$ cat config.mk
export PLATFORM = sky130hd
export DESIGN_NAME = ivt_top
export DESIGN_NICKNAME = d
export VERILOG_FILES = /design/src/ivt_pkg.sv /design/src/ivt_prescale.sv /design/src/ivt_top.sv
export SDC_FILE = /design/constraint.sdc
export NUM_CORES = 1
export LEC_CHECK = 0
export ABC_CLOCK_PERIOD_IN_PS = 2800
export BUFFER_PORTS_ARGS = -buffer_cell sky130_fd_sc_hd__buf_2
export CORE_ASPECT_RATIO = 1.5
export CORE_MARGIN = 2
export CORE_UTILIZATION = 45
export CTS_BUF_LIST = sky130_fd_sc_hd__clkbuf_4 sky130_fd_sc_hd__clkbuf_8
export DETAILED_ROUTE_END_ITERATION = 8
export GPL_ROUTABILITY_DRIVEN = 0
export SLEW_MARGIN = 20
export SYNTH_ARGS = -nofsm -noshare
export SYNTH_HDL_FRONTEND = slang
export SYNTH_SLANG_ARGS = --single-unit
$ cat constraint.sdc
create_clock -name CLK_I -period 2.8 [get_ports CLK_I]
set_input_delay 0.28 -clock CLK_I [delete_from_list [all_inputs] [get_ports CLK_I]]
set_output_delay 0.28 -clock CLK_I [all_outputs]
set_load 0.02 [all_outputs]
$ cat src/ivt_pkg.sv
// Constants and types shared by the interval timer files
`default_nettype none

package ivt_pkg;

   ////////////////////////////////////////////////////////////////////////
   // Bus geometry
   localparam int ADDR_W = 8;
   localparam int DATA_W = 16;
   localparam int BE_W = 2;
   localparam int NUM_CH = 2;

   ////////////////////////////////////////////////////////////////////////
   // Register offsets (byte addresses)
   localparam logic [ADDR_W-1:0] OFF_RUN_CTRL = 8'h00;
   localparam logic [ADDR_W-1:0] OFF_CH_BASE = 8'h04;
   localparam logic [ADDR_W-1:0] OFF_CH_STRIDE = 8'h0c;
   localparam logic [ADDR_W-1:0] OFF_CSR = 8'h00;
   localparam logic [ADDR_W-1:0] OFF_CNT = 8'h04;
   localparam logic [ADDR_W-1:0] OFF_COR = 8'h08;
   localparam logic [ADDR_W-1:0] OFF_IRQ_STATUS = 8'h20;
   localparam logic [ADDR_W-1:0] OFF_IRQ_CLEAR = 8'h24;
   localparam logic [ADDR_W-1:0] OFF_IRQ_ENABLE = 8'h28;

   ////////////////////////////////////////////////////////////////////////
   // Field positions
   localparam int BIT_FLAG = 7;
   localparam int BIT_IRQ_EN = 6;
   localparam int BIT_SEL_HI = 1;
   localparam int BIT_SEL_LO = 0;
   localparam int SEL_W = 2;

   ////////////////////////////////////////////////////////////////////////
   // Reset values
   localparam logic [DATA_W-1:0] RST_CNT = 16'h0000;
   localparam logic [DATA_W-1:0] RST_COR = 16'hffff;
   localparam logic [NUM_CH-1:0] RST_RUN = 2'h0;
   localparam logic [SEL_W-1:0] RST_SEL = 2'h0;

   ////////////////////////////////////////////////////////////////////////
   // Prescaler: divide by 8, 32, 128, 512
   localparam int NUM_RATES = 4;
   localparam int PRE_W = 9;
   localparam logic [PRE_W-1:0] PRE_MASK_8 = 9'h007;
   localparam logic [PRE_W-1:0] PRE_MASK_32 = 9'h01f;
   localparam logic [PRE_W-1:0] PRE_MASK_128 = 9'h07f;
   localparam logic [PRE_W-1:0] PRE_MASK_512 = 9'h1ff;

   ////////////////////////////////////////////////////////////////////////
   // Bus request carrier
   typedef struct packed {
      logic [ADDR_W-1:0] addr;
      logic [DATA_W-1:0] wdata;
      logic [BE_W-1:0] be;
      logic wr;
      logic rd;
   } ivt_bus_req_type;

endpackage

`default_nettype wire

$ cat src/ivt_prescale.sv
// Free-running prescaler giving the four count-rate enable pulses
`timescale 1ns/1ps
`default_nettype none

module ivt_prescale (
   // Clock and reset
   input wire logic CLK_I,
   input wire logic SRST_I,
   // Rate pulses: index 0 is /8, 3 is /512
   output logic [ivt_pkg::NUM_RATES-1:0] ticks_o
);

   logic [ivt_pkg::PRE_W-1:0] pre_q;
   logic [ivt_pkg::NUM_RATES-1:0] ticks_d;

   assign ticks_d[0] = (pre_q & ivt_pkg::PRE_MASK_8) == ivt_pkg::PRE_MASK_8;
   assign ticks_d[1] =
      (pre_q & ivt_pkg::PRE_MASK_32) == ivt_pkg::PRE_MASK_32;
   assign ticks_d[2] =
      (pre_q & ivt_pkg::PRE_MASK_128) == ivt_pkg::PRE_MASK_128;
   assign ticks_d[3] =
      (pre_q & ivt_pkg::PRE_MASK_512) == ivt_pkg::PRE_MASK_512;

   always_ff @(posedge CLK_I) begin
      if (SRST_I) begin
         pre_q <= '0;
         ticks_o <= '0;
      end else begin
         pre_q <= pre_q + 1'b1;
         ticks_o <= ticks_d;
      end
   end

endmodule // ivt_prescale

`default_nettype wire

$ cat src/ivt_top.sv
// Two-channel compare-match interval timer with register port
//
// How it works
// - There are two channels, each with a 16-bit up-counter, a 16-bit match constant and a control/status register.
// - A shared run-control register holds run bit 1 for channel 1 and bit 0 for channel 0; 1 counts, 0 stops.
// - Control/status bits 1:0 select the rate: 00 clock/8, 01 clock/32, 10 clock/128, 11 clock/512.
// - While running, a counter increments once per tick of its selected rate.
// - On a match the counter clears to zero, the match flag sets, and counting goes on from zero.
// - The match fires on the tick after equality is reached, the same tick that reloads zero.
// - The match flag is bit 7, the interrupt enable bit 6, and the request is high when both are 1.
// - Each channel drives its own match interrupt line.
// - The flag clears only by a 0 write after it was read as 1; writing 1 has no effect.
// - Reset or standby zero run-control, control/status and counters, and set match constants to all ones.
// - A match clear in the same cycle as a counter write wins and the written value is lost.
// - A full-word counter write in a tick cycle loads the value and the increment is dropped.
// - A byte counter write in a tick cycle loads that byte, the other byte holds, the increment is lost.
// - A counter or constant write while stopped is compared one cycle later; if equal, the flag sets and the counter clears to zero.
// - Reserved bits read as zero and should be written as zero.
`timescale 1ns/1ps
`default_nettype none

module ivt_top #(
   parameter int CNT_WIDTH = 16
) (
   // Clock and reset
   input wire logic CLK_I,
   input wire logic SRST_I,
   // Standby request pin
   input wire logic STANDBY_I,
   // Register port
   input wire logic [ivt_pkg::ADDR_W-1:0] ADDR_I,
   input wire logic [ivt_pkg::DATA_W-1:0] WDATA_I,
   input wire logic [ivt_pkg::BE_W-1:0] BE_I,
   input wire logic WR_I,
   input wire logic RD_I,
   output logic [ivt_pkg::DATA_W-1:0] RDATA_O,
   // Interrupts
   output logic [ivt_pkg::NUM_CH-1:0] MATCH_IRQ_O,
   output logic IRQ_O
);

   ////////////////////////////////////////////////////////////////////////
   // Elaboration check

   if (CNT_WIDTH != ivt_pkg::DATA_W) begin : g_bad_width
      $error("CNT_WIDTH must equal the 16-bit register width");
   end

   localparam int last_ch_off = int'(ivt_pkg::OFF_CH_BASE) +
      int'(ivt_pkg::OFF_CH_STRIDE) * (ivt_pkg::NUM_CH - 1) +
      int'(ivt_pkg::OFF_COR);

   if (last_ch_off >= int'(ivt_pkg::OFF_IRQ_STATUS)) begin : g_bad_map
      $error("channel registers overlap the interrupt registers");
   end

   ////////////////////////////////////////////////////////////////////////
   // Functions

   function automatic logic hit(
      input logic [ivt_pkg::ADDR_W-1:0] addr,
      input logic [ivt_pkg::ADDR_W-1:0] off
   );
      hit = (addr == off);
   endfunction

   function automatic logic [ivt_pkg::ADDR_W-1:0] ch_off(
      input int ch,
      input logic [ivt_pkg::ADDR_W-1:0] off
   );
      ch_off = ivt_pkg::OFF_CH_BASE + off +
         ivt_pkg::OFF_CH_STRIDE * ivt_pkg::ADDR_W'(ch);
   endfunction

   // Byte-lane merge of a write into an old value
   function automatic logic [ivt_pkg::DATA_W-1:0] merge(
      input logic [ivt_pkg::DATA_W-1:0] old_v,
      input logic [ivt_pkg::DATA_W-1:0] new_v,
      input logic [ivt_pkg::BE_W-1:0] be
   );
      merge = old_v;
      for (int b = 0; b < ivt_pkg::BE_W; b++) begin
         if (be[b]) begin
            merge[b*8 +: 8] = new_v[b*8 +: 8];
         end
      end
   endfunction

   ////////////////////////////////////////////////////////////////////////
   // Standby pin synchroniser

   logic stby_meta_q;
   logic stby_q;
   logic init_w;

   always_ff @(posedge CLK_I) begin
      if (SRST_I) begin
         stby_meta_q <= 1'b0;
         stby_q <= 1'b0;
      end else begin
         stby_meta_q <= STANDBY_I;
         stby_q <= stby_meta_q;
      end
   end

   assign init_w = SRST_I | stby_q;

   ////////////////////////////////////////////////////////////////////////
   // Bus request and prescaler

   ivt_pkg::ivt_bus_req_type req_w;
   logic [ivt_pkg::NUM_RATES-1:0] ticks_w;

   assign req_w.addr = ADDR_I;
   assign req_w.wdata = WDATA_I;
   assign req_w.be = BE_I;
   assign req_w.wr = WR_I;
   assign req_w.rd = RD_I;

   ivt_prescale u_prescale (
      .CLK_I(CLK_I),
      .SRST_I(init_w),
      .ticks_o(ticks_w)
   );

   ////////////////////////////////////////////////////////////////////////
   // Run control and global decode

   logic [ivt_pkg::NUM_CH-1:0] run_q;
   logic [ivt_pkg::NUM_CH-1:0] run_d;
   logic wr_lo_w;
   logic wr_run_w;
   logic wr_iclr_w;
   logic wr_ien_w;

   assign wr_lo_w = req_w.wr & req_w.be[0];
   assign wr_run_w = wr_lo_w & hit(req_w.addr, ivt_pkg::OFF_RUN_CTRL);
   assign wr_iclr_w = wr_lo_w & hit(req_w.addr, ivt_pkg::OFF_IRQ_CLEAR);
   assign wr_ien_w = wr_lo_w & hit(req_w.addr, ivt_pkg::OFF_IRQ_ENABLE);

   assign run_d = wr_run_w ? req_w.wdata[ivt_pkg::NUM_CH-1:0] : run_q;

   always_ff @(posedge CLK_I) begin
      if (init_w) begin
         run_q <= ivt_pkg::RST_RUN;
      end else begin
         run_q <= run_d;
      end
   end

   ////////////////////////////////////////////////////////////////////////
   // Channels

   logic [ivt_pkg::DATA_W-1:0] cnt_q [ivt_pkg::NUM_CH];
   logic [ivt_pkg::DATA_W-1:0] cnt_d [ivt_pkg::NUM_CH];
   logic [ivt_pkg::DATA_W-1:0] cor_q [ivt_pkg::NUM_CH];
   logic [ivt_pkg::DATA_W-1:0] cor_d [ivt_pkg::NUM_CH];
   logic [ivt_pkg::SEL_W-1:0] sel_q [ivt_pkg::NUM_CH];
   logic [ivt_pkg::SEL_W-1:0] sel_d [ivt_pkg::NUM_CH];
   logic [ivt_pkg::DATA_W-1:0] csr_rd_w [ivt_pkg::NUM_CH];
   logic [ivt_pkg::NUM_CH-1:0] flag_q;
   logic [ivt_pkg::NUM_CH-1:0] flag_d;
   logic [ivt_pkg::NUM_CH-1:0] ien_q;
   logic [ivt_pkg::NUM_CH-1:0] ien_d;
   logic [ivt_pkg::NUM_CH-1:0] armed_q;
   logic [ivt_pkg::NUM_CH-1:0] armed_d;
   logic [ivt_pkg::NUM_CH-1:0] same_wr_q;
   logic [ivt_pkg::NUM_CH-1:0] same_wr_d;
   logic [ivt_pkg::NUM_CH-1:0] match_w;
   logic [ivt_pkg::NUM_CH-1:0] irq_line_d;

   for (genvar ch = 0; ch < ivt_pkg::NUM_CH; ch++) begin : g_ch
      logic hit_csr_w;
      logic hit_cnt_w;
      logic hit_cor_w;
      logic wr_csr_w;
      logic wr_cnt_w;
      logic wr_cor_w;
      logic rd_csr_w;
      logic tick_w;
      logic equal_w;
      logic stop_eq_w;
      logic clr_flag_w;

      assign hit_csr_w = hit(req_w.addr, ch_off(ch, ivt_pkg::OFF_CSR));
      assign hit_cnt_w = hit(req_w.addr, ch_off(ch, ivt_pkg::OFF_CNT));
      assign hit_cor_w = hit(req_w.addr, ch_off(ch, ivt_pkg::OFF_COR));
      assign wr_csr_w = wr_lo_w & hit_csr_w;
      assign wr_cnt_w = req_w.wr & hit_cnt_w & (|req_w.be);
      assign wr_cor_w = req_w.wr & hit_cor_w & (|req_w.be);
      assign rd_csr_w = req_w.rd & hit_csr_w;

      assign tick_w = run_q[ch] & ticks_w[sel_q[ch]];
      assign equal_w = (cnt_q[ch] == cor_q[ch]);

      assign same_wr_d[ch] = ~run_q[ch] & (wr_cnt_w | wr_cor_w);
      assign stop_eq_w = ~run_q[ch] & same_wr_q[ch] & equal_w;

      assign match_w[ch] = (tick_w & equal_w) | stop_eq_w;

      assign cnt_d[ch] = match_w[ch] ? ivt_pkg::RST_CNT :
                         wr_cnt_w ? merge(cnt_q[ch], req_w.wdata, req_w.be) :
                         tick_w ? cnt_q[ch] + 1'b1 :
                         cnt_q[ch];

      assign cor_d[ch] = wr_cor_w ?
         merge(cor_q[ch], req_w.wdata, req_w.be) : cor_q[ch];

      assign sel_d[ch] = wr_csr_w ?
         req_w.wdata[ivt_pkg::BIT_SEL_HI:ivt_pkg::BIT_SEL_LO] : sel_q[ch];
      assign ien_d[ch] = wr_csr_w ?
         req_w.wdata[ivt_pkg::BIT_IRQ_EN] : ien_q[ch];

      assign clr_flag_w = wr_csr_w & armed_q[ch] &
         ~req_w.wdata[ivt_pkg::BIT_FLAG];
      assign flag_d[ch] = match_w[ch] | (flag_q[ch] & ~clr_flag_w);
      assign armed_d[ch] = (rd_csr_w & flag_q[ch]) |
         (armed_q[ch] & ~clr_flag_w & flag_q[ch]);

      assign irq_line_d[ch] = flag_d[ch] & ien_d[ch];

      always_comb begin
         csr_rd_w[ch] = '0;
         csr_rd_w[ch][ivt_pkg::BIT_FLAG] = flag_q[ch];
         csr_rd_w[ch][ivt_pkg::BIT_IRQ_EN] = ien_q[ch];
         csr_rd_w[ch][ivt_pkg::BIT_SEL_HI:ivt_pkg::BIT_SEL_LO] = sel_q[ch];
      end

      always_ff @(posedge CLK_I) begin
         if (init_w) begin
            cnt_q[ch] <= ivt_pkg::RST_CNT;
            cor_q[ch] <= ivt_pkg::RST_COR;
            sel_q[ch] <= ivt_pkg::RST_SEL;
            flag_q[ch] <= 1'b0;
            ien_q[ch] <= 1'b0;
            armed_q[ch] <= 1'b0;
            same_wr_q[ch] <= 1'b0;
         end else begin
            cnt_q[ch] <= cnt_d[ch];
            cor_q[ch] <= cor_d[ch];
            sel_q[ch] <= sel_d[ch];
            flag_q[ch] <= flag_d[ch];
            ien_q[ch] <= ien_d[ch];
            armed_q[ch] <= armed_d[ch];
            same_wr_q[ch] <= same_wr_d[ch];
         end
      end
   end

   ////////////////////////////////////////////////////////////////////////
   // Summary interrupt: sticky status, enable, write-one clear

   logic [ivt_pkg::NUM_CH-1:0] ist_q;
   logic [ivt_pkg::NUM_CH-1:0] ist_d;
   logic [ivt_pkg::NUM_CH-1:0] ien_all_q;
   logic [ivt_pkg::NUM_CH-1:0] ien_all_d;
   logic [ivt_pkg::NUM_CH-1:0] iclr_w;
   logic irq_d;

   assign iclr_w = wr_iclr_w ? req_w.wdata[ivt_pkg::NUM_CH-1:0] : '0;
   assign ist_d = match_w | (ist_q & ~iclr_w);
   assign ien_all_d = wr_ien_w ? req_w.wdata[ivt_pkg::NUM_CH-1:0] : ien_all_q;
   assign irq_d = |(ist_d & ien_all_d);

   always_ff @(posedge CLK_I) begin
      if (init_w) begin
         ist_q <= '0;
         ien_all_q <= '0;
      end else begin
         ist_q <= ist_d;
         ien_all_q <= ien_all_d;
      end
   end

   ////////////////////////////////////////////////////////////////////////
   // Read data mux

   logic [ivt_pkg::DATA_W-1:0] rd_mux_w;
   logic [ivt_pkg::DATA_W-1:0] rd_ch_w [ivt_pkg::NUM_CH];
   logic [ivt_pkg::DATA_W-1:0] rd_any_w;

   for (genvar ch = 0; ch < ivt_pkg::NUM_CH; ch++) begin : g_rd
      assign rd_ch_w[ch] =
         hit(req_w.addr, ch_off(ch, ivt_pkg::OFF_CSR)) ? csr_rd_w[ch] :
         hit(req_w.addr, ch_off(ch, ivt_pkg::OFF_CNT)) ? cnt_q[ch] :
         hit(req_w.addr, ch_off(ch, ivt_pkg::OFF_COR)) ? cor_q[ch] :
         '0;
   end

   // Merge of channel read values
   always_comb begin
      rd_any_w = '0;
      for (int c = 0; c < ivt_pkg::NUM_CH; c++) begin
         rd_any_w = rd_any_w | rd_ch_w[c];
      end
   end

   assign rd_mux_w =
      hit(req_w.addr, ivt_pkg::OFF_RUN_CTRL) ?
         {{(ivt_pkg::DATA_W-ivt_pkg::NUM_CH){1'b0}}, run_q} :
      hit(req_w.addr, ivt_pkg::OFF_IRQ_STATUS) ?
         {{(ivt_pkg::DATA_W-ivt_pkg::NUM_CH){1'b0}}, ist_q} :
      hit(req_w.addr, ivt_pkg::OFF_IRQ_ENABLE) ?
         {{(ivt_pkg::DATA_W-ivt_pkg::NUM_CH){1'b0}}, ien_all_q} :
      rd_any_w;

   ////////////////////////////////////////////////////////////////////////
   // Registered outputs

   always_ff @(posedge CLK_I) begin
      if (init_w) begin
         RDATA_O <= '0;
         MATCH_IRQ_O <= '0;
         IRQ_O <= 1'b0;
      end else begin
         RDATA_O <= req_w.rd ? rd_mux_w : '0;
         MATCH_IRQ_O <= irq_line_d;
         IRQ_O <= irq_d;
      end
   end

endmodule // ivt_top

`default_nettype wire

==> results of run 1 <==
==> how the worst max path moves through the flow <==
stage,from,cells past startpoint,end
after floorplan,ADDR_I[5],7,cor_q[0][10]
after global placement,ADDR_I[5],6,cor_q[1][14]
after detailed placement,ADDR_I[5],6,cor_q[1][14]
after CTS,cnt_q[1][0],6,cnt_q[1][14]
after global routing,cnt_q[1][0],6,cnt_q[1][14]
final,cnt_q[1][0],6,cnt_q[1][10]
==> logic make-up (layout without fill, tap and decap cells) <==
group | after synthesis | after routing | synth area share (%)
simple gates | 275 | 275 | 23.9
compound gates | 185 | 185 | 19.7
flops | 116 | 116 | 37.9
buf+inv | 54 | 113 | 3.94
mux | 49 | 49 | 8.27
xor+xnor | 35 | 35 | 5.00
fa+ha+maj | 6 | 6 | 1.22
==> area by class of cell <==
cell class / count / area share [%]
Clock inverter: 9 / 2.47
Sequential cell: 116 / 33.0
Clock buffer: 22 / 4.21
Timing Repair Buffer: 75 / 6.43
Inverter: 7 / 0.373
Tap cell: 162 / 2.88
Multi-Input combinational cell: 550 / 50.7
==> synthesized netlist by cell type, types with 4 or more instances <==
cell      instances
clkbuf_1         29
inv_1             7
nand2_1          98
a22oi_1          13
o21a_1            6
mux2i_1          36
a32oi_1           5
mux2_2           13
nor2_1           41
xnor2_1          33
ha_1              6
a21oi_1          54
nand4_1          14
and3_1            8
buf_2             9
nand3_1          32
and4_1            6
o22ai_1           5
or4_1             5
nor3_1            5
or3_1            10
a21o_1           19
o221a_2           4
dfxtp_1         116
a31oi_1           7
o21ai_0          34
nor4_1            6
nand2b_1          7
a211oi_1          4
a21boi_0         11
and2_1           18
==> state kept, by name (all words and copies together), names as in the netlist, 4 cells and up <==
register            cells
RDATA_O                16
csr_rd_w                4
sel_q                   4
cor_q                  32
cnt_q                  32
u_prescale.ticks_o      4
u_prescale.pre_q        9
==> metal layers <==
metal	GRT usage, %	vias to the layer above
met2	45.9	171
met5	0	-
met3	4.33	54
li1	-	2700
met1	28.6	2665
met4	13.7	0
==> worst max-delay path, cell delays in order, from the launching register on <==
cell and delay (ns):
dfxtp_1 0.50, xnor2_1 0.20, nand4_1 0.20, or4_1 0.63
o21ai_1 0.15, buf_4 0.25, a211oi_1 0.07
==> through the flow <==
stage	worst slack, ns	cells	hold WS, ns	utilization (%)	instance area (um2)
after CTS	0.679	941	0.0421	52.5	7040
after detailed placement	0.334	910	0.433	49.0	6570
final	0.665	941	0.0512	52.5	7040
after global routing	0.511	941	0.0383	52.5	7040
after global placement	0.378	910	0.435	49.0	6570
after floorplan	0.620	720	0.352	-	6130
==> power by group <==
group          switching, mW  internal [mW]  total, mW
logic                  0.125         0.0586      0.183
clock network          0.688           1.16       1.85
registers            0.00415           1.66       1.66
total                  0.817           2.87       3.69
==> results.cfg, run 1 <==
[place]
dp_hpwl_um = 13500
io_buffers = 49

[sta]
fin_worst_skew_ns = 0.0153
max_freq_mhz = 468
min_period_ns = 2.13
grt_setup_unrepaired = no
fin_tns_setup_ns = 0
max_slew_margin_pct = 48.9
setup_viol = 0
fin_crit_sh_pct = 76.2
finalHoldViolations = 0
maxSlewViolCount = 0
worst_slew_pin_slew_ns = 0.758

[cts]
cts_tree = yes
htreeDepth = 4
cts_hold_repair.buffers = 0
clockBufferDepth = 2
clk-insertion-delay-late_ns = 0.44
ctsResizeCount = 0
numCtsBuffers = 17
post_cts_buffers = 0
clock_tree.root_cell = clkbuf_8
clock-sinks = 116
clk_pin_slew_worst_paths_ns = 0.07

[setup_path]
cp_max_fo = 16
reg2reg_from = cnt_q[1][0]
arrival_ns = 2.43
critPathKind = flop to flop
reg2reg_depth = 6
crit_required_ns = 3.10
end_kind = flop
reg2reg_to = cnt_q[1][10]
rrSetupSlack_ns = 0.67
cp-start-kind = flop

[layout]
drive_gt1_share_pct = 18.0
regArea_um2 = 2320
final_cell_mix = dfxtp_1, nand2_1, a21oi_1, buf_2, nor2_1
final_common_cell = dfxtp_1
diodes = 0
nNetsFinal = 804
multi_input_area_um2 = 3570
n_fill_cell = 1320
syn2layout_area_growth_pct = 14.9

[synth]
async_flop_share_pct = 0
yosysWarnings = 0
synth-seq-cells = 116
synth.distinct_cells = 67
avgSynthCellArea_um2 = 8.51
synth_ff_type = dfxtp_1
seq_area_frac_synth_pct = 37.9
synth_area_um2 = 6130
synthCells = 720
yosys.area.top_type_share_pct = 37.9
synth_area_leaders = dfxtp_1, nand2_1, mux2i_1, xnor2_1, a21oi_1
synth_edf_count = 0
synthesis.nets = 757
yosysTopAreaCell = dfxtp_1

[floorplan]
rows = 52
die_area_um2 = 14600
core_um2 = 13400
die_x_um = 99.3
initial_utilization_pct = 45.7
die_y_um = 147
io_pins = 50

[min_path]
hold_path_class = input pin to flop
hold_depth = 2
min_to = stby_q
worstHoldStart = SRST_I

[routing]
wl_per_cell_um = 19.4
final_antenna_net_count = 0
dr.pass1.iters = 4
dr_wl_met2_um = 9630
drt_iter0_drc = 326
viasPerCell = 5.94
drc_errors = 0
vias = 5590
met1Wirelength_um = 7040
drt-total-wl_um = 18300
dr_wl_met3_um = 704
route.top_layer_used = met4

[grt]
grt_pass1_vias = 5454
grt_max_degree = 29
global_route.overflow_total = 0
grt_usage_pct = 25.7
grt_pass1_wl_um = 29200
antenna_found_initial = 0

[run_status]
status = complete, no violations

[power]
p_leak_nw = 2.58
peakVddDrop_v = 0.000327
p_per_area_nw_per_um2 = 524
total_power_mw = 3.69

[flow_run]
maxCapViolCount = 0
Note: power is estimated with default switching activity, not from simulation.
==> run 2: changes to the inputs <==
--- a/config.mk
+++ b/config.mk
@@ -5,7 +5,7 @@
 export SDC_FILE = /design/constraint.sdc
 export NUM_CORES = 1
 export LEC_CHECK = 0
-export ABC_CLOCK_PERIOD_IN_PS = 2800
+export ABC_CLOCK_PERIOD_IN_PS = 2100
 export BUFFER_PORTS_ARGS = -buffer_cell sky130_fd_sc_hd__buf_2
 export CORE_ASPECT_RATIO = 1.5
 export CORE_MARGIN = 2
==> constraint.sdc (replaced) <==
create_clock -name CLK_I -period 2.1 [get_ports CLK_I]
set_input_delay 0.21 -clock CLK_I [delete_from_list [all_inputs] [get_ports CLK_I]]
set_output_delay 0.21 -clock CLK_I [all_outputs]
set_load 0.02 [all_outputs]
==> results.cfg, run 2 (same netlist as run 1, synthesis figures left out) <==
[grt]
grt_usage_pct = 26.6
grt_pass1_wl_um = 30200
grt_pass1_vias = 5784
global_route.overflow_total = 0
grt_max_degree = 29
antenna_found_initial = 0

[flow_run]
maxCapViolCount = 0

[layout]
diodes = 0
final_cell_mix = dfxtp_1, nand2_1, buf_4, a21oi_1, buf_2
syn2layout_area_growth_pct = 19.8
n_fill_cell = 1299
finalCoreUtilization_pct = 54.8
multi_input_area_um2 = 3570
nNetsFinal = 841
largestRegisters = cnt_q (32), cor_q (32), RDATA_O (16)
final_common_cell = dfxtp_1
drive_gt1_share_pct = 21.5
regArea_um2 = 2320

[place]
io_buffers = 49
dp_hpwl_um = 14300

[power]
power.switching_mw = 1.18
power_frac_seq_pct = 47.1
pwr-share-clk_pct = 47.2
p_leak_nw = 2.75
p_per_area_nw_per_um2 = 639
combPwrFrac_pct = 5.7
peakVddDrop_v = 0.000337
p_sw_share_pct = 25.1
internal_power_mw = 3.52

[routing]
final_antenna_net_count = 0
dr.pass1.iters = 5
drc_errors = 0
drt_iter0_drc = 372
viasPerCell = 5.94
vias = 5813
drt-total-wl_um = 19100
wl_per_cell_um = 19.5

[min_path]
worstHoldStart = RD_I
min_to = armed_q[1]
hold_depth = 3
hold_path_class = input pin to flop

[setup_path]
reg2reg_to = cnt_q[1][15]
critPathKind = flop to flop
cp_num_buf_inv = 1
reg2reg_depth = 6
path_cells = xnor2_1 > nand4_1 > or4_1 > o21ai_1 > buf_4 > a211oi_1
cpLargestDelayFamily = simple AND/OR/NAND/NOR gates
critPathMaxStageDelay_ns = 0.64
arrival_ns = 2.38
crit_required_ns = 2.43
rrSetupSlack_ns = 0.05
end_kind = flop
cp_max_fo = 10
reg2reg_from = cor_q[1][0]
cp-start-kind = flop
cp_slowest_cell = or4_1

[sta]
fin_worst_skew_ns = 0.00966
finalHoldViolations = 0
min_period_ns = 2.05
maxSlewViolCount = 0
setup_viol = 0
fin_crit_sh_pct = 97.7
grt_setup_unrepaired = no
worst_slew_pin_slew_ns = 0.477
max_slew_margin_pct = 68.2
max_freq_mhz = 487
fin_tns_setup_ns = 0

[floorplan]
io_pins = 50
die_y_um = 147
rows = 52
die_x_um = 99.3
die_area_um2 = 14600
core_um2 = 13400
initial_utilization_pct = 45.7

[cts]
clock-sinks = 116
clock_tree.root_cell = clkbuf_8
numCtsBuffers = 17
clk_pin_slew_worst_paths_ns = 0.07
htreeDepth = 4
cts_tree = yes
ctsResizeCount = 0
clk-insertion-delay-late_ns = 0.44
clockBufferDepth = 2

[run_status]
status = complete, no violations
[run 2: changes by cell type in the layout (fill, tap and decap cells not counted), sizes merged]
cell         change
buf             +35
clkbuf           -4
clkinvlp         +3
bufinv           -2
clkinv           +2
dlygate4sd3      +2
inv              +2
[run 2: tightest hold or removal path: stages]
cell and delay [ns]:
buf_2 0.14, nand2_1 0.07, a21oi_1 0.06
[run 2: timing repair]
item / 4_1_cts / 5_1_grt
setup buffers: 0 / 3
hold buffers: 2 / 0
endpoints found under the hold margin: 2 / 0
endpoints found under the setup margin: 0 / 4
[run 2: worst max-delay path by stage]
stage / start / endpoint / slack (ns) / depth (start not counted)
after global placement: ADDR_I[5] / cnt_q[1][7] / -0.03 / 8
after CTS: cor_q[1][0] / cnt_q[1][15] / 0.08 / 6
after floorplan: cnt_q[1][2] / cnt_q[1][11] / 0.0009 / 7
final: cor_q[1][0] / cnt_q[1][15] / 0.05 / 6
after detailed placement: ADDR_I[5] / cnt_q[1][7] / -0.03 / 8
after global routing: cor_q[1][0] / cnt_q[1][15] / 0.008 / 6
[run 2: routing by layer]
layer  vias to the layer above  part of all wire (%)  GRT usage (%)
met2                       167                    53           48.9
li1                       2784                     -              -
met1                      2799                    39           28.3
met3                        63                   3.5           3.81
met5                         -                     0              0
met4                         0                   4.9           15.4
[run 2: power groups by stage]
stage	Clock, mW	Combinational (mW)	Sequential, mW
floorplan	0	0.123	2.26
global placement	0	0.260	2.26
detailed placement	0	0.262	2.26
CTS	2.27	0.266	2.21
global route	2.36	0.284	2.21
finish	2.22	0.269	2.21
[run 2: stage by stage]
step,area [um2],total power [mW],hold WS [ns],cells,worst slack [ns]
finish,7340,4.70,0.0696,979,0.0476
global route,7340,4.86,0.0581,979,0.00838
CTS,7310,4.74,0.0428,976,0.0761
detailed placement,6860,2.52,0.431,942,-0.0340
global placement,6860,2.52,0.429,942,-0.0280
floorplan,6130,2.38,0.282,720,0.000899
[run 2: layout make-up]
cell class | instances | area share [%]
Multi-Input combinational cell | 550 | 48.6
Sequential cell | 116 | 31.6
Timing Repair Buffer | 112 | 10.9
Clock buffer | 18 | 3.37
Tap cell | 162 | 2.76
Clock inverter | 14 | 2.44
Inverter | 7 | 0.358
==> run 3: changes to the inputs <==
--- a/config.mk
+++ b/config.mk
@@ -5,7 +5,7 @@
 export SDC_FILE = /design/constraint.sdc
 export NUM_CORES = 1
 export LEC_CHECK = 0
-export ABC_CLOCK_PERIOD_IN_PS = 2100
+export ABC_CLOCK_PERIOD_IN_PS = 2300
 export BUFFER_PORTS_ARGS = -buffer_cell sky130_fd_sc_hd__buf_2
 export CORE_ASPECT_RATIO = 1.5
 export CORE_MARGIN = 2
@@ -13,6 +13,7 @@
 export CTS_BUF_LIST = sky130_fd_sc_hd__clkbuf_4 sky130_fd_sc_hd__clkbuf_8
 export DETAILED_ROUTE_END_ITERATION = 8
 export GPL_ROUTABILITY_DRIVEN = 0
+export PLACE_DENSITY = 0.59
 export SLEW_MARGIN = 20
 export SYNTH_ARGS = -nofsm -noshare
 export SYNTH_HDL_FRONTEND = slang
==> constraint.sdc (replaced) <==
create_clock -name CLK_I -period 2.3 [get_ports CLK_I]
set_input_delay 0.23 -clock CLK_I [delete_from_list [all_inputs] [get_ports CLK_I]]
set_output_delay 0.23 -clock CLK_I [all_outputs]
set_load 0.02 [all_outputs]
==> results.cfg, run 3 (same netlist as run 1, synthesis figures left out) <==
[floorplan]
die_area_um2 = 14600
initial_utilization_pct = 45.7
io_pins = 50
die_x_um = 99.3
core_um2 = 13400
rows = 52
die_y_um = 147

[routing]
wl_per_cell_um = 19.9
viasPerCell = 5.97
dr.pass1.iters = 5
drt-total-wl_um = 19100
final_antenna_net_count = 0
drt_iter0_drc = 386
vias = 5711
drc_errors = 0

[layout]
drive_gt1_share_pct = 19.4
syn2layout_area_growth_pct = 17.1
diodes = 0
nNetsFinal = 819
final_cell_mix = dfxtp_1, nand2_1, a21oi_1, buf_2, nor2_1
final_common_cell = dfxtp_1
largestRegisters = cnt_q (32), cor_q (32), RDATA_O (16)
instances_no_fill = 956
finalCoreUtilization_pct = 53.6
n_fill_cell = 1309

[place]
io_buffers = 49
place_inst = 924
dp_hpwl_um = 13900
pre_cts_ws_ns = 0.00585

[sta]
fin_worst_skew_ns = 0.00753
min_period_ns = 2.09
fin_tns_setup_ns = 0
setup_slack_ns = 0.211
hold_slack_ns = 0.0122
maxSlewViolCount = 0
setup_viol = 0
worst_slew_pin_slew_ns = 0.792
finalHoldViolations = 0
max_freq_mhz = 479
grt_setup_unrepaired = no
max_slew_margin_pct = 47.2
fin_crit_sh_pct = 90.8

[grt]
global_route.overflow_total = 0
grt_max_degree = 29
antenna_found_initial = 0
grt_pass1_vias = 5824
grt_pass1_wl_um = 30500
grt_usage_pct = 26.8

[cts]
clk_pin_slew_worst_paths_ns = 0.07
clock_tree.root_cell = clkbuf_8
clock-sinks = 116
cts_tree = yes
htreeDepth = 4
clk-insertion-delay-late_ns = 0.44
numCtsBuffers = 17
clockBufferDepth = 2

[setup_path]
end_kind = flop
arrival_ns = 2.42
cp_slowest_cell = a32oi_2
critPathKind = flop to flop
crit_required_ns = 2.63
path_cells = mux2i_1 > o22ai_1 > a32oi_2 > nor2_1 > o221a_2
critPathMaxStageDelay_ns = 0.68
cp_max_fo = 16
cp-start-kind = flop

[power]
peakVddDrop_v = 0.000540
p_leak_nw = 2.65
p_per_area_nw_per_um2 = 618

[flow_run]
maxCapViolCount = 0

[min_path]
hold_path_class = input pin to flop

[run_status]
status = complete, no violations
## run 3: report_power, final
| part | total, mW | switching [mW] | internal, mW |
|---|---|---|---|
| Combinational | 0.237 | 0.159 | 0.0782 |
| Sequential | 2.02 | 0.00526 | 2.01 |
| Clock | 2.18 | 0.840 | 1.34 |
## run 3: cell type report
class / instances / area, um2 / area share, %
Multi-Input combinational cell: 550 / 3570 / 49.8
Tap cell: 162 / 203 / 2.82
Timing Repair Buffer: 90 / 606 / 8.43
Clock buffer: 21 / 270 / 3.76
Sequential cell: 116 / 2320 / 32.3
Clock inverter: 10 / 180 / 2.51
Inverter: 7 / 26.3 / 0.366
## run 3: final timing paths
check,slack [ns],depth (start not counted),end,start
worst min-delay path,0.01,2,stby_q,SRST_I
worst max register to register,0.21,5,cnt_q[0][12],sel_q[0][1]
worst max-delay path,0.21,5,cnt_q[0][12],sel_q[0][1]
worst min register to register,0.45,2,armed_q[0],csr_rd_w[23]
## run 3: critical path, delay by kind of cell (launching register included)
family           cells  cell delay, ns
flip-flops           1            0.45
multiplexers         1            0.25
AND/OR/NAND/NOR      1            0.13
AO/OA/AOI/OAI        3            1.16
## run 3: per-layer routing
metal / vias to the layer above / GRT usage [%] / wire (um)
li1: 2731 / - / -
met1: 2763 / 29.7 / 7460
met2: 166 / 49.4 / 10100
met3: 51 / 3.90 / 695
met4: 0 / 12.5 / 843
met5: - / 0 / 0
## run 3: timing repair
item / in CTS / in global routing
hold buffers: 1 / 0
gates resized for setup: 0 / 0
hold endpoints to repair: 1 / 0
buffers inserted: 0 / 0
## run 3: through the flow
| step | instance area, um2 | total power, mW |
|---|---|---|
| floorplan | 6130 | 2.18 |
| global placement | 6720 | 2.30 |
| detailed placement | 6720 | 2.30 |
| CTS | 7180 | 4.47 |
| global route | 7180 | 4.56 |
| finish | 7180 | 4.44 |
